==> config.mk <==
export PLATFORM = sky130hd
export DESIGN_NAME = usbli_top
export DESIGN_NICKNAME = d
export VERILOG_FILES = /design/src/core/usbli_pkg.sv /design/src/core/usbli_top.sv /design/src/core/usbli_tx_drive.sv
export SDC_FILE = /design/constraint.sdc
export NUM_CORES = 1
export LEC_CHECK = 0
export ABC_AREA = 1
export BUFFER_PORTS_ARGS = -buffer_cell sky130_fd_sc_hd__buf_2
export CAP_MARGIN = 20
export CORE_AREA = 2 2 39 41
export CTS_BUF_LIST = sky130_fd_sc_hd__clkbuf_8
export CTS_CLUSTER_SIZE = 10
export DETAILED_ROUTE_END_ITERATION = 6
export DIE_AREA = 0 0 41 43
export MAX_ROUTING_LAYER = met4
export SLEW_MARGIN = 0
export SYNTH_ARGS = -nofsm -noshare
export SYNTH_HDL_FRONTEND = slang
export SYNTH_SLANG_ARGS = --single-unit
==> constraint.sdc <==
create_clock -name clock -period 0.8 [get_ports clock]
set_input_delay 0 -clock clock [delete_from_list [all_inputs] [get_ports clock]]
set_output_delay 0 -clock clock [all_outputs]
set_load 0.03 [all_outputs]
==> src/core/usbli_pkg.sv <==
/*
  Package for the USB line state interface: line-state codes,
  pin encodings and speed selection constants.
  Assumes a single core clock; no registers reachable by software.
*/
package usbli_pkg;

  // ----------------------------------------
  // Line states
  // ----------------------------------------
  typedef enum logic [1:0] {
    LS_SE0,
    LS_ZERO,
    LS_ONE,
    LS_UNDEF
  } usbli_line_t;

  // ----------------------------------------
  // Pin encodings {plus, minus}
  // ----------------------------------------
  localparam logic [1:0] PAIR_SE0   = 2'h0;
  localparam logic [1:0] PAIR_ZERO  = 2'h1;
  localparam logic [1:0] PAIR_ONE   = 2'h2;
  localparam logic [1:0] PAIR_UNDEF = 2'h3;

  // ----------------------------------------
  // Speed selection and core clock rates
  // ----------------------------------------
  localparam logic       SPEED_FULL    = 1'h1;
  localparam logic       SPEED_LOW     = 1'h0;
  localparam int         FULL_RATE_KHZ = 12000;
  localparam int         LOW_RATE_KHZ  = 1500;

  // Idle line after reset is logic 1 (J state at full speed)
  localparam logic [1:0] RESET_PAIR    = 2'h2;
  localparam logic       RESET_OE_N    = 1'h1;
  localparam logic       RESET_RX_DATA = 1'h1;

endpackage

==> src/core/usbli_top.sv <==
/*
  USB line state interface top: decodes received single-ended pair,
  takes differential receive data, and drives the transmit pins.
  Assumes all pin inputs synchronous to clock; clock is 12 MHz or 1.5 MHz.
*/
`timescale 1ns/10ps
`default_nettype none

module usbli_top (
  input  wire logic                  clock,
  input  wire logic                  rst,
  input  wire logic                  clk_en,
  input  wire logic                  full_speed_sel,
  input  wire logic                  rx_dp_in,
  input  wire logic                  rx_dm_in,
  input  wire logic                  rx_diff_in,
  input  wire logic                  tx_active,
  input  wire logic [1:0]            tx_symbol,
  output var  usbli_pkg::usbli_line_t line_state,
  output var  logic                  line_se0,
  output var  logic                  line_undef,
  output var  logic                  rx_data,
  output var  logic                  speed_full,
  output var  logic                  tx_dp_out,
  output var  logic                  tx_dm_out,
  output var  logic                  xcvr_output_enable_n
);

  // ----------------------------------------
  // Receive line decode
  // ----------------------------------------
  usbli_pkg::usbli_line_t line_d;
  usbli_pkg::usbli_line_t line_q;
  logic                   rx_data_q;
  logic                   speed_q;

  // Registered decode; one cycle from pin to flag
  // both low is SE0
  always_comb begin
    case ({rx_dp_in, rx_dm_in})
      usbli_pkg::PAIR_SE0:  line_d = usbli_pkg::LS_SE0;
      usbli_pkg::PAIR_ZERO: line_d = usbli_pkg::LS_ZERO;
      usbli_pkg::PAIR_ONE:  line_d = usbli_pkg::LS_ONE;
      default:              line_d = usbli_pkg::LS_UNDEF;
    endcase
  end

  // reset parks an idle line
  // Idle J avoids a false SE0 flag at reset exit
  always_ff @(posedge clock) begin
    if (rst) begin
      line_q <= usbli_pkg::LS_ONE;
    end else if (clk_en) begin
      line_q <= line_d;
    end
  end

  // differential data kept apart from line state
  always_ff @(posedge clock) begin
    if (rst) begin
      rx_data_q <= usbli_pkg::RESET_RX_DATA;
    end else if (clk_en) begin
      rx_data_q <= rx_diff_in;
    end
  end

  // speed latched; bit rate equals core clock rate
  always_ff @(posedge clock) begin
    if (rst) begin
      speed_q <= usbli_pkg::SPEED_FULL;
    end else if (clk_en) begin
      speed_q <= (full_speed_sel == usbli_pkg::SPEED_FULL);
    end
  end

  assign line_state = line_q;
  assign line_se0   = (line_q == usbli_pkg::LS_SE0);
  assign line_undef = (line_q == usbli_pkg::LS_UNDEF);
  assign rx_data    = rx_data_q;
  assign speed_full = speed_q;

  // ----------------------------------------
  // Transmit drive
  // ----------------------------------------
  // Pins and enable are registered inside, so they lag the request by one
  usbli_tx_drive u_tx (
    .clock     (clock),
    .rst       (rst),
    .clk_en    (clk_en),
    .tx_active (tx_active),
    .tx_symbol (tx_symbol),
    .dp_out    (tx_dp_out),
    .dm_out    (tx_dm_out),
    .oe_n      (xcvr_output_enable_n)
  );

  // ----------------------------------------
  // Checks: receive decode
  // ----------------------------------------
  // SE0 decode
  chk_se0_decode: assert property (@(posedge clock) disable iff (rst)
    (clk_en && !rx_dp_in && !rx_dm_in) |=> line_se0) else $error("SE0 not decoded");

  chk_zero_decode: assert property (@(posedge clock) disable iff (rst)
    (clk_en && !rx_dp_in && rx_dm_in) |=> (line_state == usbli_pkg::LS_ZERO))
    else $error("Logic 0 not decoded");

  chk_one_decode: assert property (@(posedge clock) disable iff (rst)
    (clk_en && rx_dp_in && !rx_dm_in) |=> (line_state == usbli_pkg::LS_ONE))
    else $error("Logic 1 not decoded");

  // both high flagged
  // Undefined is reported, not folded, so a stuck pair stays visible
  chk_undef_decode: assert property (@(posedge clock) disable iff (rst)
    (clk_en && rx_dp_in && rx_dm_in) |=> (line_undef && !line_se0))
    else $error("Undefined state not flagged");

  chk_se0_only: assert property (@(posedge clock) disable iff (rst)
    (clk_en && (rx_dp_in || rx_dm_in)) |=> !line_se0)
    else $error("SE0 flagged on a driven line");

  chk_rx_data_pass: assert property (@(posedge clock) disable iff (rst)
    clk_en |=> (rx_data == $past(rx_diff_in))) else $error("Receive data lost");

  chk_rx_data_hold: assert property (@(posedge clock) disable iff (rst)
    !clk_en |=> $stable(rx_data))
    else $error("Receive data moved while frozen");

  // ----------------------------------------
  // Checks: transmit drive
  // ----------------------------------------
  // logic zero driven
  chk_tx_zero_drive: assert property (@(posedge clock) disable iff (rst)
    (clk_en && tx_active && tx_symbol == usbli_pkg::PAIR_ZERO)
      |=> (!tx_dp_out && tx_dm_out))
    else $error("Logic 0 not on the pins");

  chk_tx_one_drive: assert property (@(posedge clock) disable iff (rst)
    (clk_en && tx_active && tx_symbol == usbli_pkg::PAIR_ONE)
      |=> (tx_dp_out && !tx_dm_out))
    else $error("Logic 1 not on the pins");

  chk_tx_se0_drive: assert property (@(posedge clock) disable iff (rst)
    (clk_en && tx_active && tx_symbol == usbli_pkg::PAIR_SE0)
      |=> (!tx_dp_out && !tx_dm_out))
    else $error("SE0 not on the pins");

  // undefined request folds
  // Folding to SE0 keeps the pair legal at the cost of a dropped symbol
  chk_tx_undef_fold: assert property (@(posedge clock) disable iff (rst)
    (clk_en && tx_active && tx_symbol == usbli_pkg::PAIR_UNDEF)
      |=> (!tx_dp_out && !tx_dm_out))
    else $error("Undefined request reached the pins");

  chk_tx_never_both: assert property (@(posedge clock) disable iff (rst)
    !(tx_dp_out && tx_dm_out)) else $error("Both transmit pins high");

  chk_oe_idle_high: assert property (@(posedge clock) disable iff (rst)
    (clk_en && !tx_active) |=> xcvr_output_enable_n)
    else $error("Transceiver enabled while idle");

  chk_oe_active_low: assert property (@(posedge clock) disable iff (rst)
    (clk_en && tx_active) |=> !xcvr_output_enable_n)
    else $error("Transceiver not enabled while sending");

  // pair holds when idle
  // Holding the last symbol saves a mux; the high enable hides it anyway
  chk_tx_pair_idle: assert property (@(posedge clock) disable iff (rst)
    (clk_en && !tx_active) |=> $stable({tx_dp_out, tx_dm_out}))
    else $error("Transmit pair moved while idle");

  // ----------------------------------------
  // Checks: speed, freeze and reset
  // ----------------------------------------
  // speed select follows
  chk_speed_select: assert property (@(posedge clock) disable iff (rst)
    clk_en |=> (speed_full == $past(full_speed_sel))) else $error("Speed select wrong");

  chk_speed_hold: assert property (@(posedge clock) disable iff (rst)
    !clk_en |=> $stable(speed_full)) else $error("Speed moved while frozen");

  chk_freeze_hold: assert property (@(posedge clock) disable iff (rst)
    !clk_en |=> $stable(line_state) && $stable(tx_dp_out)) else $error("State moved");

  chk_oe_hold: assert property (@(posedge clock) disable iff (rst)
    !clk_en |=> $stable(xcvr_output_enable_n))
    else $error("Enable moved while frozen");

  // reset parks idle outputs
  // No disable here: this check is about the reset itself
  chk_reset_idle: assert property (@(posedge clock)
    rst |=> (line_state == usbli_pkg::LS_ONE
      && rx_data == usbli_pkg::RESET_RX_DATA
      && {tx_dp_out, tx_dm_out} == usbli_pkg::RESET_PAIR
      && xcvr_output_enable_n == usbli_pkg::RESET_OE_N
      && speed_full == usbli_pkg::SPEED_FULL))
    else $error("Reset left outputs busy");

endmodule

`default_nettype wire

==> src/core/usbli_tx_drive.sv <==
/*
  Transmit pin driver: registers the plus/minus output pair and the
  active-low transceiver output enable.
  Assumes the requested symbol arrives one cycle ahead of the pins.
*/
`timescale 1ns/10ps
`default_nettype none

module usbli_tx_drive (
  input  wire logic       clock,
  input  wire logic       rst,
  input  wire logic       clk_en,
  input  wire logic       tx_active,
  input  wire logic [1:0] tx_symbol,
  output var  logic       dp_out,
  output var  logic       dm_out,
  output var  logic       oe_n
);

  logic [1:0] pair_d;
  logic [1:0] pair_q;

  // undefined request folds to SE0, never both high
  always_comb begin
    case (tx_symbol)
      usbli_pkg::PAIR_ZERO: pair_d = usbli_pkg::PAIR_ZERO;
      usbli_pkg::PAIR_ONE:  pair_d = usbli_pkg::PAIR_ONE;
      default:              pair_d = usbli_pkg::PAIR_SE0;
    endcase
  end

  always_ff @(posedge clock) begin
    if (rst) begin
      pair_q <= usbli_pkg::RESET_PAIR;
    end else if (clk_en && tx_active) begin
      pair_q <= pair_d;
    end
  end

  always_ff @(posedge clock) begin
    if (rst) begin
      oe_n <= usbli_pkg::RESET_OE_N;
    end else if (clk_en) begin
      oe_n <= ~tx_active;
    end
  end

  assign dp_out = pair_q[1];
  assign dm_out = pair_q[0];

  chk_pair_never_both: assert property (@(posedge clock) disable iff (rst)
    !(dp_out && dm_out)) else $error("Both output lines high");

  chk_oe_follows_req: assert property (@(posedge clock) disable iff (rst)
    clk_en |=> (oe_n == !$past(tx_active))) else $error("Output enable mismatch");

  chk_pair_encoding: assert property (@(posedge clock) disable iff (rst)
    (clk_en && tx_active && tx_symbol == usbli_pkg::PAIR_ZERO)
      |=> (!dp_out && dm_out)) else $error("Logic 0 not driven");

endmodule

`default_nettype wire

==> tab_implementation.tex <==
\begin{tabular}{lr}
\hline
Metric & Value \\
\hline
\multicolumn{2}{l}{\textbf{Outcome}} \\
\quad Run status & finished with violations \\
\quad Failing checks & setup timing \\
\multicolumn{2}{l}{\textbf{Floorplanning}} \\
\quad Die Height & 43 µm \\
\quad Io pins & 19 \\
\quad Starting density of the core & 19.1\% \\
\quad Die Outline Area & 1760 µm² \\
\quad X dimension of the die & 41 µm \\
\quad Count of standard-cell rows & 14 \\
\quad Placeable core region & 1380 µm² \\
\multicolumn{2}{l}{\textbf{Drt}} \\
\quad Met1 Wirelength & $\sim$260 µm \\
\quad Routed wire length & slightly below 700 µm \\
\quad First-iteration detailed-routing DRC count & 3 \\
\quad Post-DR vias/cell & 3.90 \\
\quad DRC viols & 0 \\
\quad Post-detailed-route wirelength per cell & 8.35 µm \\
\quad Met2 wirelength from detailed routing & 348 µm \\
\quad Routed via count & between 300 and 400 \\
\quad Residual antenna-violating net count after detailed routing & 0 \\
\quad Met3 WL & slightly below 70 µm \\
\quad Top layer reached by signal wires & met3 \\
\quad First-pass iteration count of the detailed router & 3 \\
\multicolumn{2}{l}{\textbf{Place}} \\
\quad Port Buffer Count & 18 \\
\quad Post-detailed-placement half-perimeter wirelength & $\sim$440 µm \\
\quad Routability-driven placement congestion ratio & 0.564 \\
\quad Placed inst area & 379 µm² \\
\multicolumn{2}{l}{\textbf{Logic synthesis}} \\
\quad Synthesis-stage register bit count & 7 \\
\quad Avg Cell Area, Syn & 7.14 µm² \\
\quad Cells after synthesis & 37 \\
\quad Count of unique library cells instantiated by Yosys & 8 \\
\quad Syn Nets & 47 \\
\quad Area share of the leading cell type in the synthesized netlist & 53.1\% \\
\quad Total of warnings raised by yosys & 0 \\
\quad Sequential area share after synthesis & a little over half \\
\quad Combined area of all synthesized cells & around 260 µm² \\
\quad Cell type with the largest total area after synthesis & sky130\_fd\_sc\_hd\_\_dfxtp\_1 \\
\quad Cell types with the largest area share after synthesis & sky130\_fd\_sc\_hd\_\_dfxtp\_1, sky130\_fd\_sc\_hd\_\_nand2\_1, sky130\_fd\_sc\_hd\_\_inv\_1 \\
\multicolumn{2}{l}{\textbf{Clock tree}} \\
\quad H-tree depth reported by CTS & 1 \\
\quad Number of clock sinks seen by CTS & 7 \\
\quad Clock Tree Buf Depth & 2 \\
\quad Inserted Clock Buffers & 3 \\
\quad CTS Root Cell & sky130\_fd\_sc\_hd\_\_clkbuf\_8 \\
\quad TritonCTS clock tree & yes \\
\quad Source-to-sink clock delay at the later pin of the worst-skew pair & approximately 0.23 ns \\
\quad Clock transition at path regs & 0.04 ns \\
\quad Total setup buffers inserted after CTS & 0 \\
\multicolumn{2}{l}{\textbf{Setup path}} \\
\quad Worst Path Class, Setup & reg2out \\
\quad Reg-to-reg slack, setup & about 0.15 ns \\
\quad Startpoint of the lowest-slack register-to-register path & line\_state[0] \\
\quad Category of the worst setup path launch point & flop \\
\quad Largest fanout on the critical path & 4 \\
\quad Cell depth of the worst flop-to-flop path & 2 \\
\quad Worst Path Arrival & around 0.8 ns \\
\quad Endpoint class of the critical path & output pin \\
\quad Worst flop-to-flop path endpoint & line\_state[0] \\
\quad Required time reported for the critical path endpoint & 0.80 ns \\
\multicolumn{2}{l}{\textbf{Hold path}} \\
\quad Path class of the lowest-slack min-delay path & in2reg \\
\quad Hold Crit Depth & 3 \\
\quad Min-Delay Startpoint & tx\_symbol[0] \\
\quad Hold path endpoint & u\_tx.pair\_q[0] \\
\multicolumn{2}{l}{\textbf{Power}} \\
\quad Switching Fraction & 26.2\% \\
\quad Worst IR Drop VDD & $\sim$1.2 mV \\
\quad Pwr per Cell Area & 2150 nW/µm² \\
\quad Power spent charging and discharging nets & $\sim$280 µW \\
\quad Power share of the clock group & 44.8\% \\
\quad Internal Pwr Total & 791 µW \\
\quad Register share of total power & 36.6\% \\
\quad Leakage power of the design & 0.000260 µW \\
\quad Comb power frac & between 10\% and 20\% \\
\multicolumn{2}{l}{\textbf{STA}} \\
\quad RSZ-0062 raised after global routing & true \\
\quad Post-route minimum period & 0.805 ns \\
\quad Relative slew slack & 88.8\% \\
\quad Setup-violating endpoint count in the final report & 2 \\
\quad Slew Viols, Final & 0 \\
\quad Top achievable clock speed & 1240 MHz \\
\quad Fin crit share & 101\% \\
\quad Clock skew after layout & 0 ns \\
\quad Final Hold Violating Endpoints & 0 \\
\quad Slew of the pin with the lowest slew margin & 0.168 ns \\
\quad Final Worst Setup Slack & -0.00521 ns \\
\multicolumn{2}{l}{\textbf{Finish}} \\
\quad Layout Cell Area excl Fill & 499 µm² \\
\quad Final Core Density & 36.1\% \\
\quad Area growth from synthesis to layout & 89.1\% \\
\quad Number of antenna repair diodes & 0 \\
\quad Final Net Count & 76 \\
\quad Share of post-route cells with drive strength above 1 & just over 40\% \\
\multicolumn{2}{l}{\textbf{GRT}} \\
\quad Via count of the first global-routing pass & approximately 290 \\
\quad Antenna violations before repair & 0 \\
\quad Wire length of the first global-routing pass & 1.09 mm \\
\quad Congestion Overflow GR & 0 \\
\quad Largest net degree at the start of global routing & 8 \\
\quad GRT Overall Usage & 9.79\% \\
\multicolumn{2}{l}{\textbf{Job}} \\
\quad Max-cap viol count & 0 \\
\hline
\end{tabular}
==> sequential cells by signal, summed over array words and instances (netlist names) <==
| name | cells |
|---|---|
| u_tx.pair_q | 2 |
| line_state | 2 |
| u_tx.oe_n | 1 |
| speed_full | 1 |
| rx_data | 1 |
==> metrics by stage <==
| step | TNS (ns) | hold slack (ns) | total power, µW | cells | setup slack [ns] |
|---|---|---|---|---|---|
| detailed placement | 0 | 0.197 | 563 | 71 | 0.168 |
| global placement | 0 | 0.192 | 562 | 71 | 0.174 |
| finish | -0.00612 | 0.0219 | 1070 | 81 | -0.00521 |
| global route | -0.142 | 0.0463 | 1140 | 81 | -0.0473 |
| floorplan | 0 | 0.0884 | 500 | 37 | 0.0108 |
| CTS | -0.0114 | 0.0189 | 1090 | 81 | -0.0114 |
==> cells in the mapped netlist (all sizes together) <==
| cell type | instances |
|---|---|
| nand2 | 13 |
| dfxtp | 7 |
| inv | 5 |
| nor2 | 5 |
| nand3 | 3 |
| a21oi | 2 |
| o21ai | 2 |
==> final cells by class <==
cell class | count | area [µm²]
fillers | 156 | 885
repair buffers | 24 | 163
flip-flops and latches | 7 | 143
multi-input cells | 25 | 110
clock buffers | 3 | 41.3
well taps | 16 | 20.0
inverters | 5 | 18.8
clock inverters | 1 | 3.75
==> cell families after synthesis <==
logic type / share of synthesized area, %
and+or+nand+nor: 32.2
AOI/OAI and AO/OA: 7.58
DFF: 53.1
buffers and inverters: 7.11
==> cell usage in the layout (no fill, tap or decap), types with 2 or more instances in the layout <==
| cell | n |
|---|---|
| sky130_fd_sc_hd__nand3_1 | 3 |
| sky130_fd_sc_hd__nand2_2 | 2 |
| sky130_fd_sc_hd__a21oi_1 | 2 |
| sky130_fd_sc_hd__o21ai_0 | 2 |
| sky130_fd_sc_hd__dlygate4sd3_1 | 6 |
| sky130_fd_sc_hd__buf_2 | 16 |
| sky130_fd_sc_hd__nor2_1 | 4 |
| sky130_fd_sc_hd__dfxtp_2 | 2 |
| sky130_fd_sc_hd__dfxtp_1 | 5 |
| sky130_fd_sc_hd__inv_1 | 5 |
| sky130_fd_sc_hd__buf_6 | 2 |
| sky130_fd_sc_hd__clkbuf_8 | 3 |
| sky130_fd_sc_hd__nand2_1 | 11 |
==> power groups by stage <==
stage	Sequential (µW)	Combinational (µW)	Clock (µW)
3_3_place_gp	395	167	0
6_report	392	199	480
3_5_place_dp	396	167	0
2_1_floorplan	443	56.3	0
5_1_grt	394	221	523
4_1_cts	390	200	499
==> worst max path at each step <==
stage,startpoint,to,cells past startpoint
2_1_floorplan,u_tx.pair_q[0],u_tx.pair_q[0],4
3_3_place_gp,line_state[0],line_state[0],2
3_5_place_dp,line_state[0],line_state[0],2
4_1_cts,line_state[1],line_undef,3
5_1_grt,line_state[0],line_undef,3
6_report,line_state[0],line_undef,3
==> routing by layer <==
metal	vias to the layer above	track usage, %
met5	-	-
met4	0	2.00
met3	0	7.85
met2	15	14.4
met1	131	10.0
li1	170	-
==> repair_timing <==
action | CTS | global route
cloned | 0 | 0
endpoints found under the setup margin | 2 | 4
gates resized for setup | 4 | 2
hold endpoints to repair | 5 | 0
hold buffers | 6 | 0
pin swaps | 1 | 0
==> worst max-delay path: stages, from the launching register on <==
cell and delay [ns]:
sky130_fd_sc_hd__dfxtp_2 0.35, sky130_fd_sc_hd__nand2_2 0.06, sky130_fd_sc_hd__inv_2 0.05, sky130_fd_sc_hd__buf_6 0.12
(Power assumes the default switching activity.)
